## src/inc/gpw_pkg.sv

```systemverilog
// Shared constants, register map and types of the ten-pin GPIO block.
package gpw_pkg;

    localparam int GPW_PINS = 10;
    localparam int GPW_ADR_W = 12;

    ////////////////////////////////////////////////////////////////////////////////
    // Register indices; the byte address on the bus is four times the index.
    localparam logic [7:0] GPW_IDX_A_OUT = 8'h90;
    localparam logic [7:0] GPW_IDX_A_DIR = 8'h91;
    localparam logic [7:0] GPW_IDX_A_IN = 8'h92;
    localparam logic [7:0] GPW_IDX_A_SENS = 8'h93;
    localparam logic [7:0] GPW_IDX_B_OUT = 8'hB0;
    localparam logic [7:0] GPW_IDX_B_DIR = 8'hEB;
    localparam logic [7:0] GPW_IDX_B_IN = 8'hEC;
    localparam logic [7:0] GPW_IDX_B_SENS = 8'hED;
    localparam logic [7:0] GPW_IDX_SECOND_TIMER_MODE_REGISTER = 8'hC9;
    localparam logic [7:0] GPW_IDX_TIMER_MODE_REGISTER = 8'h89;
    localparam logic [7:0] GPW_IDX_CONFIGURATION_REGISTER_ONE = 8'hDA;
    localparam logic [7:0] GPW_IDX_WUM = 8'hDB;

    ////////////////////////////////////////////////////////////////////////////////
    // Reset values.
    localparam logic [7:0] GPW_DIR_RST = 8'hFF;
    localparam logic [7:0] GPW_OUT_RST = 8'hFF;
    localparam logic [7:0] GPW_SENS_RST = 8'h00;
    localparam logic [7:0] GPW_WUM_RST = 8'hFF;
    localparam logic [7:0] GPW_CFG_RST = 8'h00;
    localparam logic [7:0] GPW_TIMER_MODE_REGISTER_RST = 8'h00;
    localparam logic [GPW_PINS-1:0] GPW_PIN_RST = 10'h3FF;

    ////////////////////////////////////////////////////////////////////////////////
    // Field positions and codes.
    localparam int GPW_CFG_TWB_BIT = 6;
    localparam int GPW_CFG_RFTX_BIT = 4;
    localparam int GPW_TIMER_MODE_REGISTER_GATE_BIT = 3;
    localparam int GPW_TIMER_MODE_REGISTER_CT_BIT = 2;
    localparam int GPW_SECOND_TIMER_MODE_REGISTER_T3_HI = 7;
    localparam int GPW_SECOND_TIMER_MODE_REGISTER_T3_LO = 6;
    localparam logic [1:0] GPW_T3_SRC_PIN = 2'h3;
    localparam int GPW_B_BITS = 2;

    ////////////////////////////////////////////////////////////////////////////////
    // Timing: strap pins are sampled once this many cycles after reset release.
    // The pin filter restarts at its reset level, so capture waits until it has flushed.
    localparam int GPW_MODE_SETTLE_CYC = 5;

    ////////////////////////////////////////////////////////////////////////////////
    // Types.
    typedef struct packed {
        logic [GPW_PINS-1:0] dout;
        logic [GPW_PINS-1:0] oe;
        logic [GPW_PINS-1:0] pull_up;
        logic [GPW_PINS-1:0] pull_down;
    } gpw_pad_t;

    typedef enum logic [1:0] {
        GPW_BUS_IDLE = 2'b01,
        GPW_BUS_ACK = 2'b10
    } gpw_bus_state_t;

    function automatic logic [GPW_ADR_W-1:0] gpw_byte_adr(input logic [7:0] idx);
        gpw_byte_adr = {2'h0, idx, 2'h0};
    endfunction : gpw_byte_adr

endpackage : gpw_pkg

```

## src/hw/gpw_gpio.sv

```systemverilog
// Ten-pin GPIO block with wake-up, alternative functions and Wishbone registers.
//
// Added by the designer: the address map and the Wishbone slave port.
`timescale 1ns/1ps
module gpw_gpio
    import gpw_pkg::*;
(
    // Clock and reset
    input wire logic clk_i,
    input wire logic rst_i,
    // Wishbone classic slave
    input wire logic wb_cyc_i,
    input wire logic wb_stb_i,
    input wire logic wb_we_i,
    input wire logic [GPW_ADR_W-1:0] wb_adr_i,
    input wire logic [3:0] wb_sel_i,
    input wire logic [31:0] wb_dat_i,
    output logic [31:0] wb_dat_o,
    output logic wb_ack_o,
    // Pads
    input wire logic [GPW_PINS-1:0] pin_i,
    output gpw_pad_t pad_o,
    // Power management
    input wire logic power_down_i,
    output logic wakeup_o,
    // Two-wire bus peripheral
    input wire logic scl_drive_low_i,
    input wire logic sda_drive_low_i,
    output logic scl_o,
    output logic sda_o,
    // RF encoder
    input wire logic encoded_transmit_output_i,
    // Timers
    output logic timer0_gate_input_o,
    output logic timer0_count_input_o,
    output logic timer3_count_input_o,
    // Operating mode straps
    output logic [1:0] operating_mode_o,
    output logic operating_mode_valid_o
);

    ////////////////////////////////////////////////////////////////////////////////
    // Register state.
    logic [7:0] port_a_direction_register;
    logic [7:0] port_a_output_register;
    logic [7:0] port_a_sensitivity_register;
    logic [GPW_B_BITS-1:0] port_b_direction_register;
    logic [GPW_B_BITS-1:0] port_b_output_register;
    logic [GPW_B_BITS-1:0] port_b_sensitivity_register;
    logic [7:0] wakeup_mask_register;
    logic [7:0] configuration_register_one;
    logic [7:0] timer_mode_register;
    logic [7:0] second_timer_mode_register;
    logic [7:0] next_a_dir;
    logic [7:0] next_a_out;
    logic [7:0] next_a_sens;
    logic [GPW_B_BITS-1:0] next_b_dir;
    logic [GPW_B_BITS-1:0] next_b_out;
    logic [GPW_B_BITS-1:0] next_b_sens;
    logic [7:0] next_wum;
    logic [7:0] next_cfg;
    logic [7:0] next_timer_mode_register;
    logic [7:0] next_second_timer_mode_register;

    gpw_bus_state_t bus_state;
    gpw_bus_state_t next_bus_state;
    logic [31:0] next_dat;

    logic [GPW_PINS-1:0] pin_direction_bit;
    logic [GPW_PINS-1:0] pin_output_bit;
    logic [GPW_PINS-1:0] pin_sensitivity_bit;
    logic [GPW_PINS-1:0] pin_filt;
    logic [GPW_PINS-1:0] pin_prev;
    logic [GPW_PINS-1:0] wake_en;
    logic two_wire_bus_enable;
    logic rf_transmit_pin_enable;
    logic [1:0] timer3_clock_select;

    gpw_pad_t next_pad;
    logic next_wakeup;
    logic next_t0_gate;
    logic next_t0_count;
    logic next_t3_count;
    logic [2:0] settle_cnt;
    logic [2:0] next_settle_cnt;
    logic [1:0] next_mode;
    logic next_mode_valid;

    assign pin_direction_bit = {port_b_direction_register, port_a_direction_register};
    assign pin_output_bit = {port_b_output_register, port_a_output_register};
    assign pin_sensitivity_bit = {port_b_sensitivity_register, port_a_sensitivity_register};
    assign two_wire_bus_enable = configuration_register_one[GPW_CFG_TWB_BIT];
    assign rf_transmit_pin_enable = configuration_register_one[GPW_CFG_RFTX_BIT];
    assign timer3_clock_select = second_timer_mode_register[GPW_SECOND_TIMER_MODE_REGISTER_T3_HI:GPW_SECOND_TIMER_MODE_REGISTER_T3_LO];

    ////////////////////////////////////////////////////////////////////////////////
    // Input path.
    gpw_in_filter #(
        .WIDTH(GPW_PINS),
        .RST_VAL(GPW_PIN_RST)
    ) u_filter (
        .clk_i(clk_i),
        .rst_i(rst_i),
        .raw_i(pin_i),
        .filt_o(pin_filt)
    );

    ////////////////////////////////////////////////////////////////////////////////
    // Wishbone slave. The write lands on the edge that samples ack, read data
    // are captured one cycle earlier; unmapped addresses answer with zero.
    always_comb begin
        next_bus_state = bus_state;
        next_dat = wb_dat_o;
        next_a_dir = port_a_direction_register;
        next_a_out = port_a_output_register;
        next_a_sens = port_a_sensitivity_register;
        next_b_dir = port_b_direction_register;
        next_b_out = port_b_output_register;
        next_b_sens = port_b_sensitivity_register;
        next_wum = wakeup_mask_register;
        next_cfg = configuration_register_one;
        next_timer_mode_register = timer_mode_register;
        next_second_timer_mode_register = second_timer_mode_register;
        case (bus_state)
            GPW_BUS_IDLE: begin
                if (wb_cyc_i && wb_stb_i) begin
                    next_bus_state = GPW_BUS_ACK;
                    next_dat = 32'h0;
                    case (wb_adr_i)
                        gpw_byte_adr(GPW_IDX_A_OUT): next_dat[7:0] = port_a_output_register;
                        gpw_byte_adr(GPW_IDX_A_DIR): next_dat[7:0] = port_a_direction_register;
                        gpw_byte_adr(GPW_IDX_A_IN): next_dat[7:0] = pin_filt[7:0];
                        gpw_byte_adr(GPW_IDX_A_SENS): next_dat[7:0] = port_a_sensitivity_register;
                        gpw_byte_adr(GPW_IDX_B_OUT): next_dat[1:0] = port_b_output_register;
                        gpw_byte_adr(GPW_IDX_B_DIR): next_dat[1:0] = port_b_direction_register;
                        gpw_byte_adr(GPW_IDX_B_IN): next_dat[1:0] = pin_filt[9:8];
                        gpw_byte_adr(GPW_IDX_B_SENS): next_dat[1:0] = port_b_sensitivity_register;
                        gpw_byte_adr(GPW_IDX_WUM): next_dat[7:0] = wakeup_mask_register;
                        gpw_byte_adr(GPW_IDX_CONFIGURATION_REGISTER_ONE): next_dat[7:0] = configuration_register_one;
                        gpw_byte_adr(GPW_IDX_TIMER_MODE_REGISTER): next_dat[7:0] = timer_mode_register;
                        gpw_byte_adr(GPW_IDX_SECOND_TIMER_MODE_REGISTER): next_dat[7:0] = second_timer_mode_register;
                        default: next_dat = 32'h0;
                    endcase
                end
            end
            GPW_BUS_ACK: begin
                next_bus_state = GPW_BUS_IDLE;
                // Configuration is frozen in power-down so pins keep their state.
                if (wb_cyc_i && wb_stb_i && wb_we_i && wb_sel_i[0] && !power_down_i) begin
                    case (wb_adr_i)
                        gpw_byte_adr(GPW_IDX_A_OUT): next_a_out = wb_dat_i[7:0];
                        gpw_byte_adr(GPW_IDX_A_DIR): next_a_dir = wb_dat_i[7:0];
                        gpw_byte_adr(GPW_IDX_A_SENS): next_a_sens = wb_dat_i[7:0];
                        gpw_byte_adr(GPW_IDX_B_OUT): next_b_out = wb_dat_i[1:0];
                        gpw_byte_adr(GPW_IDX_B_DIR): next_b_dir = wb_dat_i[1:0];
                        gpw_byte_adr(GPW_IDX_B_SENS): next_b_sens = wb_dat_i[1:0];
                        gpw_byte_adr(GPW_IDX_WUM): next_wum = wb_dat_i[7:0];
                        gpw_byte_adr(GPW_IDX_CONFIGURATION_REGISTER_ONE): next_cfg = wb_dat_i[7:0];
                        gpw_byte_adr(GPW_IDX_TIMER_MODE_REGISTER): next_timer_mode_register = wb_dat_i[7:0];
                        gpw_byte_adr(GPW_IDX_SECOND_TIMER_MODE_REGISTER): next_second_timer_mode_register = wb_dat_i[7:0];
                        default: next_second_timer_mode_register = second_timer_mode_register;
                    endcase
                end
            end
            default: next_bus_state = GPW_BUS_IDLE;
        endcase
    end

    assign wb_ack_o = (bus_state == GPW_BUS_ACK);

    always_ff @(posedge clk_i) begin
        if (rst_i) begin
            bus_state <= GPW_BUS_IDLE;
            wb_dat_o <= 32'h0;
            port_a_direction_register <= GPW_DIR_RST;
            port_a_output_register <= GPW_OUT_RST;
            port_a_sensitivity_register <= GPW_SENS_RST;
            port_b_direction_register <= GPW_DIR_RST[GPW_B_BITS-1:0];
            port_b_output_register <= GPW_OUT_RST[GPW_B_BITS-1:0];
            port_b_sensitivity_register <= GPW_SENS_RST[GPW_B_BITS-1:0];
            wakeup_mask_register <= GPW_WUM_RST;
            configuration_register_one <= GPW_CFG_RST;
            timer_mode_register <= GPW_TIMER_MODE_REGISTER_RST;
            second_timer_mode_register <= GPW_TIMER_MODE_REGISTER_RST;
        end else begin
            bus_state <= next_bus_state;
            wb_dat_o <= next_dat;
            port_a_direction_register <= next_a_dir;
            port_a_output_register <= next_a_out;
            port_a_sensitivity_register <= next_a_sens;
            port_b_direction_register <= next_b_dir;
            port_b_output_register <= next_b_out;
            port_b_sensitivity_register <= next_b_sens;
            wakeup_mask_register <= next_wum;
            configuration_register_one <= next_cfg;
            timer_mode_register <= next_timer_mode_register;
            second_timer_mode_register <= next_second_timer_mode_register;
        end
    end

    ////////////////////////////////////////////////////////////////////////////////
    // Pad drive: standard configuration first, peripheral functions on top.
    always_comb begin
        next_pad = '0;
        for (int p = 0; p < GPW_PINS; p++) begin
            if (!pin_direction_bit[p]) begin
                next_pad.oe[p] = 1'b1;
                next_pad.dout[p] = pin_output_bit[p];
            end else begin
                // Pull follows output and sensitivity, also for wake-up pins.
                next_pad.pull_up[p] = pin_output_bit[p] & ~pin_sensitivity_bit[p];
                next_pad.pull_down[p] = pin_output_bit[p] & pin_sensitivity_bit[p];
            end
        end
        // Open-drain two-wire lines only ever pull low; the weak high stays on.
        if (two_wire_bus_enable) begin
            next_pad.dout[1:0] = 2'h0;
            next_pad.oe[0] = scl_drive_low_i;
            next_pad.oe[1] = sda_drive_low_i;
            next_pad.pull_up[1:0] = 2'h3;
            next_pad.pull_down[1:0] = 2'h0;
        end
        if (rf_transmit_pin_enable) begin
            next_pad.oe[2] = 1'b1;
            next_pad.dout[2] = encoded_transmit_output_i;
            next_pad.pull_up[2] = 1'b0;
            next_pad.pull_down[2] = 1'b0;
        end
    end

    ////////////////////////////////////////////////////////////////////////////////
    // Wake-up: pins 1-4 use mask bits 0-3, pins 6-9 use mask bits 4-7.
    always_comb begin
        wake_en = '0;
        for (int p = 1; p < GPW_PINS; p++) begin
            if (p < 5) begin
                wake_en[p] = ~wakeup_mask_register[p-1] & pin_direction_bit[p];
            end else if (p > 5) begin
                wake_en[p] = ~wakeup_mask_register[p-2] & pin_direction_bit[p];
            end
        end
        // Sensitivity 0 is active low, 1 active high.
        next_wakeup = |(wake_en & ~(pin_filt ^ pin_sensitivity_bit));
    end

    ////////////////////////////////////////////////////////////////////////////////
    // Timer inputs and strap capture.
    always_comb begin
        next_t0_gate = timer_mode_register[GPW_TIMER_MODE_REGISTER_GATE_BIT] ? pin_filt[0] : 1'b1;
        next_t0_count = timer_mode_register[GPW_TIMER_MODE_REGISTER_CT_BIT]
            & pin_filt[1] & ~pin_prev[1];
        next_t3_count = (timer3_clock_select == GPW_T3_SRC_PIN)
            & pin_filt[2] & ~pin_prev[2];
        next_settle_cnt = settle_cnt;
        next_mode = operating_mode_o;
        next_mode_valid = operating_mode_valid_o;
        if (!operating_mode_valid_o) begin
            if (settle_cnt == 3'(GPW_MODE_SETTLE_CYC - 1)) begin
                next_mode = pin_filt[1:0];
                next_mode_valid = 1'b1;
            end else begin
                next_settle_cnt = settle_cnt + 3'h1;
            end
        end
    end

    always_ff @(posedge clk_i) begin
        if (rst_i) begin
            pad_o <= '{dout: '0, oe: '0, pull_up: GPW_PIN_RST, pull_down: '0};
            pin_prev <= GPW_PIN_RST;
            wakeup_o <= 1'b0;
            scl_o <= 1'b1;
            sda_o <= 1'b1;
            timer0_gate_input_o <= 1'b1;
            timer0_count_input_o <= 1'b0;
            timer3_count_input_o <= 1'b0;
            settle_cnt <= 3'h0;
            operating_mode_o <= 2'h0;
            operating_mode_valid_o <= 1'b0;
        end else begin
            pad_o <= next_pad;
            pin_prev <= pin_filt;
            wakeup_o <= next_wakeup;
            scl_o <= pin_filt[0];
            sda_o <= pin_filt[1];
            timer0_gate_input_o <= next_t0_gate;
            timer0_count_input_o <= next_t0_count;
            timer3_count_input_o <= next_t3_count;
            settle_cnt <= next_settle_cnt;
            operating_mode_o <= next_mode;
            operating_mode_valid_o <= next_mode_valid;
        end
    end

endmodule : gpw_gpio

```

## src/hw/gpw_in_filter.sv

```systemverilog
// Two-flop synchroniser followed by a two-stage spike filter, one lane per pin.
`timescale 1ns/1ps
module gpw_in_filter #(
    parameter int WIDTH = 10,
    parameter logic [WIDTH-1:0] RST_VAL = '1
) (
    // Clock and reset
    input wire logic clk_i,
    input wire logic rst_i,
    // Raw pins and filtered levels
    input wire logic [WIDTH-1:0] raw_i,
    output logic [WIDTH-1:0] filt_o
);

    logic [WIDTH-1:0] sync_a;
    logic [WIDTH-1:0] sync_b;
    logic [WIDTH-1:0] stage;
    logic [WIDTH-1:0] next_stage;
    logic [WIDTH-1:0] next_filt;

    // A level must be seen on two successive samples before it is passed,
    // so a one-cycle spike never reaches the output.
    always_comb begin
        next_stage = sync_b;
        for (int i = 0; i < WIDTH; i++) begin
            next_filt[i] = (sync_b[i] == stage[i]) ? stage[i] : filt_o[i];
        end
    end

    always_ff @(posedge clk_i) begin
        if (rst_i) begin
            sync_a <= RST_VAL;
            sync_b <= RST_VAL;
            stage <= RST_VAL;
            filt_o <= RST_VAL;
        end else begin
            sync_a <= raw_i;
            sync_b <= sync_a;
            stage <= next_stage;
            filt_o <= next_filt;
        end
    end

endmodule : gpw_in_filter

```

## config.mk

```make
export PLATFORM = sky130hd
export DESIGN_NAME = gpw_gpio
export DESIGN_NICKNAME = d
export VERILOG_FILES = /design/src/inc/gpw_pkg.sv /design/src/hw/gpw_gpio.sv /design/src/hw/gpw_in_filter.sv
export SDC_FILE = /design/constraint.sdc
export NUM_CORES = 1
export LEC_CHECK = 0
export ABC_AREA = 0
export BUFFER_PORTS_ARGS = -buffer_cell sky130_fd_sc_hd__buf_2
export CORE_MARGIN = 4
export CORE_UTILIZATION = 58
export CTS_BUF_LIST = sky130_fd_sc_hd__clkbuf_16
export CTS_CLUSTER_DIAMETER = 150
export DETAILED_ROUTE_END_ITERATION = 10
export PLACE_DENSITY = 0.84
export SYNTH_ARGS = -nofsm -noshare
export SYNTH_HDL_FRONTEND = slang
export SYNTH_SLANG_ARGS = --single-unit
```

## constraint.sdc

```tcl
create_clock -name clk_i -period 4.2 [get_ports clk_i]
set_input_delay 1.05 -clock clk_i [delete_from_list [all_inputs] [get_ports clk_i]]
set_output_delay 1.05 -clock clk_i [all_outputs]
set_load 0.05 [all_outputs]
```

==> key figures <==
Setup path
  • R2r setup slk: 1870 ps
  • CP peak stage delay: 600 ps
  • R2R Path End: port_a_direction_register[3]
  • WP data arrival: 3130 ps
  • Worst r2r src: bus_state[0]
  • Crit path depth: 5
  • Reg2reg path depth: 5
  • CP max stage cell: nand4_1
  • Top delay family on crit path: simple AND/OR/NAND/NOR gates
  • Critical path class: in -> reg
  • Startpoint types: input port
  • Data required, critical path: 4510 ps
  • WP buf/inv: 1
  • Setup crit end kind: flip-flop
  • Critical path peak fanout: 16
  • Worst-path cell chain: buf_2 > nor3b_2 > and2_1 > nand4_1 > a211o_1

Global route
  • Initial antenna violation count: 0
  • Via count of the first global-routing pass: 5,010
  • Largest net degree at the start of global routing: 89
  • Total GRT Usage: 24.4%
  • Total congestion overflow: 0
  • Global-route wire length before repair: 25.2 mm

Min path
  • Hold Crit Start: u_filter.sync_a[1]
  • Hold Path Sink: u_filter.next_stage[1]
  • Hold WC Path Type: reg -> reg
  • Hold path depth: 1

Logic synthesis
  • Sequential share of the synthesized area: 49.2%
  • Leading area contributor after synthesis: dfxtp_1
  • Synth area leaders: dfxtp_1, mux2i_1, nor2_1
  • Share of the synthesized area in the top cell type: 49.2%
  • Post-Syn Instances: 678
  • Commonest register cell after synthesis: dfxtp_1
  • Yosys warning count: 0
  • Syn Area/Cell: 9.89 µm²
  • Flops & latches, synth: 165
  • Number of flops mapped to enable cells by yosys: 0
  • Synth cell types: 58
  • Post-Synthesis Cell Area: 6710 µm²
  • Synth async-reset ratio: 0%

Clocking
  • Worst-path clk slew: 60 ps
  • Maximum clock insertion buffer count: 2
  • Post-CTS Setup Bufs: 0
  • Worst-skew pair later-pin latency: 420 ps
  • TritonCTS Buffers: 17
  • CTS tree: yes
  • CTS root buf: clkbuf_16
  • Hold buffers post-CTS: 0
  • CTS resizes: 0
  • Clk sinks: 165
  • H-tree depth: 4

STA
  • Endpoints failing hold: 0
  • Fin Hold WS: 407 ps
  • Final worst slack: 1380 ps
  • Max Freq: 354 MHz
  • Slew Viols, Final: 0
  • Total negative slack: 0 ps
  • Slew HR: 42.1%
  • Final setup viols: 0
  • RSZ-0062 raised after global routing: no
  • Crit path time final: 2820 ps
  • Tcrit/Tclk final: 67.2%
  • Skew final: 5.52 ps
  • Slew of the pin with the lowest slew margin: 864 ps

Drt
  • Post-DRT Antenna Nets: 0
  • Drt via density: 5.66
  • Via count: 5,243
  • Final WL: 15.9 mm
  • WL/cell: 17.2 µm
  • DRC Markers: 0
  • Iter 0 DRT Violations: 400
  • Number of iterations in the first detailed-routing pass: 5

Power
  • Static Leak: 0.00342 µW
  • VDD IR-drop max: 0.278 mV
  • Share of total power in combinational logic: 7.1%
  • Part of the power in registers: 47.5%
  • Sw frac: 23.4%
  • Clk pwr share: 45.4%
  • Internal power: 2590 µW
  • Sw Pwr: 791 µW
  • PD cells: 434 nW/µm²

Run status
  • Outcome: complete, no violations

Finish
  • # diodes: 0
  • Fillers: 904
  • Post-route cell area: 7790 µm²
  • Area delta synth->final: 16.2%
  • Fin cells: 926
  • Share of layout cells above drive strength 1: 24.3%
  • Nets: 839

Floorplanning
  • Core area: 11,400 µm²
  • Initial core utilization: 59.0%
  • Row cnt: 39
  • Die height: 116 µm
  • Io pins: 149
  • Die ar.: 13,300 µm²
  • Die Wd: 116 µm

Place
  • IO Port Bufs: 97
  • DP Worst Slack: 965 ps
  • Dpl cells: 894
  • DP HPWL: 11.1 mm
  • Area of placed instances: 7200 µm²
  • GPL Wtd Cong: 0.902

Flow run
  • Max Cap Viol: 0
metrics by stage:
stage | utilization, % | total power (µW)
3_5_place_dp | 63.4 | 1880
3_3_place_gp | 63.4 | 1870
5_1_grt | 68.5 | 3500
2_1_floorplan | - | 1830
6_report | 68.5 | 3380
4_1_cts | 68.5 | 3400
Yosys cell counts, drive strengths merged, types with 2 or more instances:
cell,n
dfxtp,165
nor2,91
mux2i,48
buf,35
or2,33
a211o,28
nand2,28
nor2b,27
a21oi,25
clkbuf,21
inv,20
nor3b,18
o21bai,17
nor3,16
nand4,10
a22oi,9
and4b,8
o21ai,8
xor2,8
nand3,7
mux2,5
a2111oi,4
a211oi,4
nor4b,4
and2,3
mux4,3
nor4,3
o22ai,3
a221oi,2
a32o,2
and4,2
and4bb,2
ha,2
nand4b,2
cell type report:
class,instances,area (µm²),area share (%)
clock buffers,17,425,5.46
clock inverters,15,163,2.09
inverters,20,75.1,0.964
multi-input cells,460,3080,39.5
flip-flops and latches,165,3300,42.4
well taps,143,179,2.30
repair buffers,106,568,7.29
power by group through the flow:
stage	registers, µW	clock network [µW]	logic (µW)
2_1_floorplan	1650	0	179
3_3_place_gp	1640	0	232
3_5_place_dp	1640	0	239
4_1_cts	1610	1550	240
5_1_grt	1610	1630	261
6_report	1610	1540	241
routing by layer:
metal  vias up  routed length (µm)  global-route usage (%)
met4         0                 445                    11.3
met1      2493                6670                    31.1
met3        35                1010                    4.75
met2       193                7820                    40.0
li1       2522                   -                       -
met5         -                   0                       0
layout by cell type, fill, tap and decap left out, types with 9 or more instances in the layout:
master       n
nor2b_1     27
or2_2       33
dfxtp_1    165
nand2_1     28
nor3_1      10
inv_1       22
a22oi_1      9
o21bai_1    17
conb_1      24
a21oi_1     25
nor3b_1     16
buf_4        9
mux2i_1     48
a211o_1     28
buf_2       96
nor2_1      91
clkbuf_16   17
registers in the layout, summed over array words and instances (netlist names), 10 cells and up:
signal               count
u_filter.sync_a         10
u_filter.filt_o         10
pad_o                   40
u_filter.stage          10
u_filter.next_stage     10
worst max-delay path by stage:
stage	from	to	slack [ps]
2_1_floorplan	wb_adr_i[7]	port_a_output_register[2]	1610
3_3_place_gp	wb_adr_i[7]	port_a_output_register[0]	1000
3_5_place_dp	wb_adr_i[6]	port_a_direction_register[3]	960
4_1_cts	wb_adr_i[7]	port_a_direction_register[3]	1400
5_1_grt	wb_adr_i[11]	wakeup_mask_register[6]	1290
6_report	wb_adr_i[11]	wakeup_mask_register[6]	1380
cells by family (layout without fill, tap and decap cells):
kind of cell	Yosys count	in the layout	share of synthesized area, %
AOI/OAI and AO/OA	108	108	11.6
xor gates and xnor gates	9	9	1.18
adders and majority gates	2	2	0.373
buffers and inverters	76	158	6.16
DFF	165	165	49.2
muxes	56	56	9.01
other	1	24	0.0559
and+or+nand+nor	261	261	22.4
(Power assumes the default switching activity.)
